**src/rtl/lamp_emi_pkg.sv**
```systemverilog
// constants and field layout of the lamp oscillator emi control register
`default_nettype none
package lamp_emi_pkg;
  // ==========================================================================
  // register map
  localparam logic [7:0] EMI_CTRL_ADDR   = 8'hF6;
  localparam logic [7:0] EMI_CTRL_RESET  = 8'h00;
  localparam logic [7:0] EMI_CTRL_WMASK  = 8'hF7;
  localparam logic [7:0] UNMAPPED_RDATA  = 8'h00;
  // ==========================================================================
  // field positions
  localparam int SPREAD_DEPTH_LSB_POS       = 0;
  localparam int SPREAD_DEPTH_MSB_POS       = 1;
  localparam int SPREAD_WAVEFORM_SELECT_POS = 2;
  localparam int FREQ_STEP_ENABLE_POS       = 4;
  localparam int STEP_RATE_SEL_BIT0_POS     = 5;
  localparam int STEP_RATE_SEL_BIT2_POS     = 7;
  // ==========================================================================
  // spread depth codes and their swing in tenths of a percent
  localparam logic [1:0] SPREAD_OFF   = 2'h0;
  localparam logic [1:0] SPREAD_1P5   = 2'h1;
  localparam logic [1:0] SPREAD_3P0   = 2'h2;
  localparam logic [1:0] SPREAD_6P0   = 2'h3;
  localparam logic [7:0] TENTHS_OFF   = 8'h00;
  localparam logic [7:0] TENTHS_1P5   = 8'h0F;
  localparam logic [7:0] TENTHS_3P0   = 8'h1E;
  localparam logic [7:0] TENTHS_6P0   = 8'h3C;
  // ==========================================================================
  // step and rate field codes
  localparam logic [2:0] STEP_DOWN_FIRST = 3'h4;
  localparam logic [2:0] STEP_CODE_LAST  = 3'h6;
  localparam logic [2:0] STEP_PCT_BASE   = 3'h1;
  localparam logic [3:0] RATE_LOG2_TOP   = 4'h2;
  localparam logic       WAVE_TRIANGLE   = 1'b0;
endpackage
`default_nettype wire

```
**src/rtl/lamp_osc_emi_control.sv**
```systemverilog
// lamp oscillator emi control register with spread and step decode
//
// Functional notes
// - emi setup is an eight-bit register at F6h, shadowed from nv memory, zero by default.
// - bits 1:0 pick spread depth: off, 1.5, 3.0 or 6.0 percent either side of nominal.
// - step enable bit 4 ORed with the step pin; one applies the step, zero keeps nominal.
// - the step acts only when both depth bits are zero; it is suppressed while spreading.
// - spreading on, bits 7:5 pick the modulation rate, lamp frequency times 4 down to 1/16.
`default_nettype none
module lamp_osc_emi_control (
  input  wire logic       I_SYS_CLK,
  input  wire logic       I_SRST,
  input  wire logic [7:0] I_REG_ADDR,
  input  wire logic       I_REG_WR,
  input  wire logic       I_REG_RD,
  input  wire logic [7:0] I_REG_WDATA,
  input  wire logic       I_NV_LOAD,
  input  wire logic [7:0] I_NV_DATA,
  input  wire logic       I_STEP_PIN,
  output logic [7:0]      O_REG_RDATA,
  output logic            O_REG_RVALID,
  output logic            O_NV_WR_REQ,
  output logic [7:0]      O_NV_WR_DATA,
  output logic [1:0]      O_SPREAD_DEPTH,
  output logic [7:0]      O_SPREAD_TENTHS,
  output logic            O_SPREAD_ACTIVE,
  output logic            O_SPREAD_WAVEFORM,
  output logic [2:0]      O_MOD_RATE_SEL,
  output logic [3:0]      O_MOD_RATE_LOG2,
  output logic            O_STEP_INVOKED,
  output logic            O_STEP_ACTIVE,
  output logic            O_STEP_UP,
  output logic [2:0]      O_STEP_PERCENT
);
  // ==========================================================================
  // state
  typedef struct packed {
    logic [7:0] ctrl;
    logic [7:0] rdata;
    logic       rvalid;
    logic       nv_wr_req;
    logic [7:0] nv_wr_data;
    logic [1:0] spread_depth;
    logic [7:0] spread_tenths;
    logic       spread_active;
    logic       spread_waveform;
    logic [2:0] mod_rate_sel;
    logic [3:0] mod_rate_log2;
    logic       step_invoked;
    logic       step_active;
    logic       step_up;
    logic [2:0] step_percent;
  } emi_state_type;

  emi_state_type state_reg;
  emi_state_type state_next;

  logic       step_pin_sync;
  logic       hit;
  logic [7:0] ctrl_new;
  logic [1:0] depth;
  logic [2:0] sel;
  logic [2:0] sel_clamped;
  logic       spreading;
  logic       invoked;

  // ==========================================================================
  // external step pin crossing
  step_pin_sync u_step_pin_sync (
    .i_clk   (I_SYS_CLK),
    .i_srst  (I_SRST),
    .i_async (I_STEP_PIN),
    .o_sync  (step_pin_sync)
  );

  // ==========================================================================
  // register access and decode
  always_comb begin
    state_next = state_reg;
    hit        = (I_REG_ADDR == lamp_emi_pkg::EMI_CTRL_ADDR);
    ctrl_new   = state_reg.ctrl;
    // a bus write beats a shadow reload in the same cycle
    if (I_NV_LOAD) begin
      ctrl_new = I_NV_DATA & lamp_emi_pkg::EMI_CTRL_WMASK;
    end
    if (I_REG_WR && hit) begin
      ctrl_new = I_REG_WDATA & lamp_emi_pkg::EMI_CTRL_WMASK;
    end
    state_next.ctrl       = ctrl_new;
    // keep the nv copy in step with every accepted write
    state_next.nv_wr_req  = I_REG_WR && hit;
    state_next.nv_wr_data = I_REG_WR && hit ?
                            (I_REG_WDATA & lamp_emi_pkg::EMI_CTRL_WMASK) : 8'h00;
    state_next.rvalid     = I_REG_RD;
    state_next.rdata      = (I_REG_RD && hit) ? state_reg.ctrl
                                              : lamp_emi_pkg::UNMAPPED_RDATA;

    // decode from the value being stored so outputs update on the same edge as the register
    depth = ctrl_new[lamp_emi_pkg::SPREAD_DEPTH_MSB_POS:lamp_emi_pkg::SPREAD_DEPTH_LSB_POS];
    sel   = ctrl_new[lamp_emi_pkg::STEP_RATE_SEL_BIT2_POS:lamp_emi_pkg::STEP_RATE_SEL_BIT0_POS];
    // code 7 is undefined; it behaves as code 6 for the rate and gives no step
    sel_clamped = (sel > lamp_emi_pkg::STEP_CODE_LAST) ? lamp_emi_pkg::STEP_CODE_LAST : sel;
    spreading   = (depth != lamp_emi_pkg::SPREAD_OFF);
    invoked     = ctrl_new[lamp_emi_pkg::FREQ_STEP_ENABLE_POS] | step_pin_sync;

    state_next.spread_depth  = depth;
    state_next.spread_active = spreading;
    unique case (depth)
      lamp_emi_pkg::SPREAD_OFF: state_next.spread_tenths = lamp_emi_pkg::TENTHS_OFF;
      lamp_emi_pkg::SPREAD_1P5: state_next.spread_tenths = lamp_emi_pkg::TENTHS_1P5;
      lamp_emi_pkg::SPREAD_3P0: state_next.spread_tenths = lamp_emi_pkg::TENTHS_3P0;
      lamp_emi_pkg::SPREAD_6P0: state_next.spread_tenths = lamp_emi_pkg::TENTHS_6P0;
    endcase
    // waveform only matters while spreading; triangle otherwise
    state_next.spread_waveform = spreading ?
                                 ctrl_new[lamp_emi_pkg::SPREAD_WAVEFORM_SELECT_POS]
                                 : lamp_emi_pkg::WAVE_TRIANGLE;

    // rate: log2 of multiplier is 2 minus the code, from x4 to x1/16
    state_next.mod_rate_sel  = spreading ? sel_clamped : 3'h0;
    state_next.mod_rate_log2 = spreading ?
                               (lamp_emi_pkg::RATE_LOG2_TOP - {1'b0, sel_clamped})
                               : 4'h0;

    state_next.step_invoked = invoked;
    state_next.step_active  = invoked && !spreading
                              && (sel <= lamp_emi_pkg::STEP_CODE_LAST);
    if (invoked && !spreading && sel < lamp_emi_pkg::STEP_DOWN_FIRST) begin
      state_next.step_up      = 1'b1;
      state_next.step_percent = sel + lamp_emi_pkg::STEP_PCT_BASE;
    end else if (invoked && !spreading && sel <= lamp_emi_pkg::STEP_CODE_LAST) begin
      state_next.step_up      = 1'b0;
      state_next.step_percent = sel - lamp_emi_pkg::STEP_DOWN_FIRST
                                + lamp_emi_pkg::STEP_PCT_BASE;
    end else begin
      state_next.step_up      = 1'b0;
      state_next.step_percent = 3'h0;
    end
  end

  // ==========================================================================
  // registers
  always_ff @(posedge I_SYS_CLK) begin
    if (I_SRST) begin
      state_reg      <= '0;
      state_reg.ctrl <= lamp_emi_pkg::EMI_CTRL_RESET;
    end else begin
      state_reg <= state_next;
    end
  end

  // ==========================================================================
  // outputs
  assign O_REG_RDATA       = state_reg.rdata;
  assign O_REG_RVALID      = state_reg.rvalid;
  assign O_NV_WR_REQ       = state_reg.nv_wr_req;
  assign O_NV_WR_DATA      = state_reg.nv_wr_data;
  assign O_SPREAD_DEPTH    = state_reg.spread_depth;
  assign O_SPREAD_TENTHS   = state_reg.spread_tenths;
  assign O_SPREAD_ACTIVE   = state_reg.spread_active;
  assign O_SPREAD_WAVEFORM = state_reg.spread_waveform;
  assign O_MOD_RATE_SEL    = state_reg.mod_rate_sel;
  assign O_MOD_RATE_LOG2   = state_reg.mod_rate_log2;
  assign O_STEP_INVOKED    = state_reg.step_invoked;
  assign O_STEP_ACTIVE     = state_reg.step_active;
  assign O_STEP_UP         = state_reg.step_up;
  assign O_STEP_PERCENT    = state_reg.step_percent;
endmodule
`default_nettype wire

```
**src/rtl/step_pin_sync.sv**
```systemverilog
// two-stage synchroniser for the external step input pin
`default_nettype none
module step_pin_sync (
  input  wire logic i_clk,
  input  wire logic i_srst,
  input  wire logic i_async,
  output logic      o_sync
);
  // ==========================================================================
  // state
  typedef struct packed {
    logic meta;
    logic stable;
  } sync_state_type;

  sync_state_type state_reg;
  sync_state_type state_next;

  // first stage feeds only the second stage
  always_comb begin
    state_next.meta   = i_async;
    state_next.stable = state_reg.meta;
  end

  always_ff @(posedge i_clk) begin
    if (i_srst) begin
      state_reg <= '0;
    end else begin
      state_reg <= state_next;
    end
  end

  assign o_sync = state_reg.stable;
endmodule
`default_nettype wire

```
**config.mk**
```make
export PLATFORM = sky130hd
export DESIGN_NAME = lamp_osc_emi_control
export DESIGN_NICKNAME = d
export VERILOG_FILES = /design/src/rtl/lamp_emi_pkg.sv /design/src/rtl/lamp_osc_emi_control.sv /design/src/rtl/step_pin_sync.sv
export SDC_FILE = /design/constraint.sdc
export NUM_CORES = 1
export LEC_CHECK = 0
export ABC_AREA = 1
export BUFFER_PORTS_ARGS = -buffer_cell sky130_fd_sc_hd__buf_4
export CAP_MARGIN = 10
export CORE_MARGIN = 5
export CORE_UTILIZATION = 43
export DETAILED_ROUTE_END_ITERATION = 16
export GPL_TIMING_DRIVEN = 0
export HOLD_SLACK_MARGIN = 0.06
export PLACE_DENSITY = 0.75
export SETUP_SLACK_MARGIN = 0.1
export SYNTH_ARGS = -nofsm -noshare
export SYNTH_HDL_FRONTEND = slang
export SYNTH_SLANG_ARGS = --single-unit
```
**constraint.sdc**
```tcl
create_clock -name I_SYS_CLK -period 1.4 [get_ports I_SYS_CLK]
set_input_delay 0.07 -clock I_SYS_CLK [delete_from_list [all_inputs] [get_ports I_SYS_CLK]]
set_output_delay 0.07 -clock I_SYS_CLK [all_outputs]
set_load 0.1 [all_outputs]
```
==> run metrics <==
synth warn=0; clk_skew=approximately 0.0073 ns; Setup Crit Path Kind=input pin to flip-flop; Detailed Route WL=around 3800 microns; Worst Setup EP=O_MOD_RATE_LOG2[2]$_SDFF_PP0_; Worst Setup Start Kind=input pin; final hold violation count=0; number of routed nets with antenna violations=0; Worst setup EP type=flip-flop; vias per cell=roughly 4; Initial Util=~44%; critical path data required time=approximately 1.6 ns; RePlAce Congestion=about 0.76; PnR Total Power=2.844 mW; Nets=~340; Primary FF master, synth=dfxtp_1; Sink Count=42; final non-filler cell area=between 2000 and 3000 sq um; maxcap violations=0; CTS HTree Levels=2; count leader, synth=dfxtp_1; # rows=23; die height=approximately 74 microns; wire per inst=10.51 microns; detailed-route DRC error count=0; Sequential Power Share=44.2%; Synth Register Bits=42; Post-synth top cells=dfxtp_1, nor2_1, buf_4, inv_1, nand2_1; port bufs=65; Arrival @ worst endpoint=roughly 1.5 ns; Tmin final=~1.3 ns; Sw Ratio=33.22%; status=finished clean; R2R Path End=O_MOD_RATE_LOG2[2]$_SDFF_PP0_; Clock Power Share=between 20% and 30%; Inserted Clock Buffers=5; Antenna Cells=0; maximum vdd drop=0.5458 mV; Reg clk slew, reported paths=approximately 0.07 ns; Synth top area share=~47%; P_sw=about 0.94 mW; vias in the first global route=1404; register area share after synthesis=a little under half; synthesized instance count=around 210; Post-synth EDFFs=0; worst hold path type=input pin to flip-flop; Final Slew Violations=0; Ports=73; R2R Setup Slk=0.12 ns; Int Pwr=roughly 1.9 mW; Area contributors post-synth=dfxtp_1, buf_4, nor2_1, inv_1, nand2_1; Initial DRC Count=54; PD cells=roughly 1100 nW/um^2; die extent in x=between 70 and 80 microns; Clock Tree Root=clkbuf_8; clk_lat worst skew=slightly below 0.3 ns; CP Launch Point=I_REG_WDATA[0]; fmax=773.4 MHz; crit share post-route=between 90 and 100%; worst r2r src=state_reg[43]$_SDFF_PP0_; Yosys cell types=23; Pre-Repair DR Iteration Count=4; full die area=5520 sq um; antenna violations before repair=0; area leader, netlist=dfxtp_1; share of cells above drive strength 1=about 52%; Setup Viol. Count Final=0; Mapped Area=around 1800 sq um; Placement Cell Area=between 2000 and 2500 sq um; Crit Path Max Fanout=3; Pleak=roughly 1.4 nW; RSZ-0062 raised after global routing=yes; Area growth, synth to finish=50.81%; first-pass GRT wire length=slightly below 6000 microns; Post-Syn Area per Cell=8.387 sq um; DP HPWL=between 2000 and 3000 microns; CTS tree=yes; largest net degree at the start of global routing=13; cell count of the worst reg-to-reg path=9; Combinational Power Share=between 20% and 30%; via count=between 1000 and 1500; CORE AREA=between 4000 and 5000 sq um; global route overflow=0; GR Util All Layers=13.81%; Post-synth ARST share=0%; CTS Buffer Depth=2
per-stage QoR:
step                setup WS (ns)  util [%]  cells  hold WS [ns]  setup TNS (ns)
floorplan                  0.1086         -    215        0.1770               0
global placement          -0.1274     59.21    330        0.2714          -1.134
detailed placement        -0.1732     59.21    330        0.2774          -1.526
CTS                        0.1119     65.00    352       0.09390               0
global route              0.04881     67.03    358        0.1117               0
finish                     0.1071     67.03    358       0.09545               0
cell families (layout without fill, tap and decap cells):
family	Yosys count	after routing	share of synthesized area, %
and+or+nand+nor	75	75	20.48
adders and majority gates	5	5	3.519
AOI/OAI and AO/OA	13	13	4.363
DFF	42	42	47.29
other	1	4	0.2109
buffers and inverters	76	169	24.14
cell type report:
type                    count  area [sq um]
flip-flops and latches     42         844.6
clock buffers               7         86.33
plain buffers              39         294.0
inverters                  37         141.4
repair buffers             85         655.6
clock inverters             1         5.005
well taps                  50         62.56
multi-input cells          97         591.8
fillers                   344          1319
layer usage:
metal | global-route usage [%] | share of wire [%] | wire, microns | vias to the layer above
met4 | 5.929 | 1.4 | 53 | 0
met2 | 25.00 | 52 | 1968 | 45
li1 | - | - | - | 780
met3 | 4.865 | 8.8 | 330 | 6
met1 | 14.42 | 37 | 1411 | 612
met5 | 0 | 0 | 0 | -
power groups by stage:
| stage | clock network (mW) | registers, mW | logic [mW] |
|---|---|---|---|
| finish | 0.773 | 1.26 | 0.815 |
| floorplan | 0 | 1.35 | 0.506 |
| CTS | 0.792 | 1.26 | 0.788 |
| detailed placement | 0 | 1.28 | 0.738 |
| global route | 0.835 | 1.26 | 0.861 |
| global placement | 0 | 1.28 | 0.731 |
cell usage in the layout, fill, tap and decap left out, types with 4 or more instances in the layout:
cell type,count
dlygate4sd3_1,7
nor2_4,4
inv_1,31
a21oi_1,4
clkbuf_8,6
nand2_2,8
inv_2,5
nor2_2,5
nor2_1,32
buf_4,114
dfxtp_1,39
conb_1,4
nand2_1,15
nand4_1,4
what timing repair did:
action / 4_1_cts / 5_1_grt
setup buffers: 7 / 6
hold buffers: 7 / 0
endpoints found under the setup margin: 7 / 10
gates resized for setup: 8 / 10
pin swaps: 3 / 8
hold endpoints to repair: 7 / 0
critical path, stage by stage:
cell and delay (ns):
dlygate4sd3_1 0.54, buf_4 0.10, inv_1 0.06, o21ai_4 0.17, inv_2 0.07, ha_4 0.18, nor2_4 0.13, o21ai_1 0.08
a21oi_1 0.10
worst min-delay path by stage:
stage | from | end | slack (ns) | cells after the start
2_1_floorplan | I_STEP_PIN | u_step_pin_sync.state_next[0]$_SDFF_PP0_ | 0.18 | 2
3_3_place_gp | I_STEP_PIN | u_step_pin_sync.state_next[0]$_SDFF_PP0_ | 0.27 | 3
3_5_place_dp | I_STEP_PIN | u_step_pin_sync.state_next[0]$_SDFF_PP0_ | 0.28 | 3
4_1_cts | I_SRST | O_NV_WR_DATA[5]$_SDFF_PP0_ | 0.09 | 2
5_1_grt | I_SRST | state_reg[43]$_SDFF_PP0_ | 0.11 | 2
6_report | I_SRST | state_reg[43]$_SDFF_PP0_ | 0.1 | 2
(Power assumes the default switching activity.)
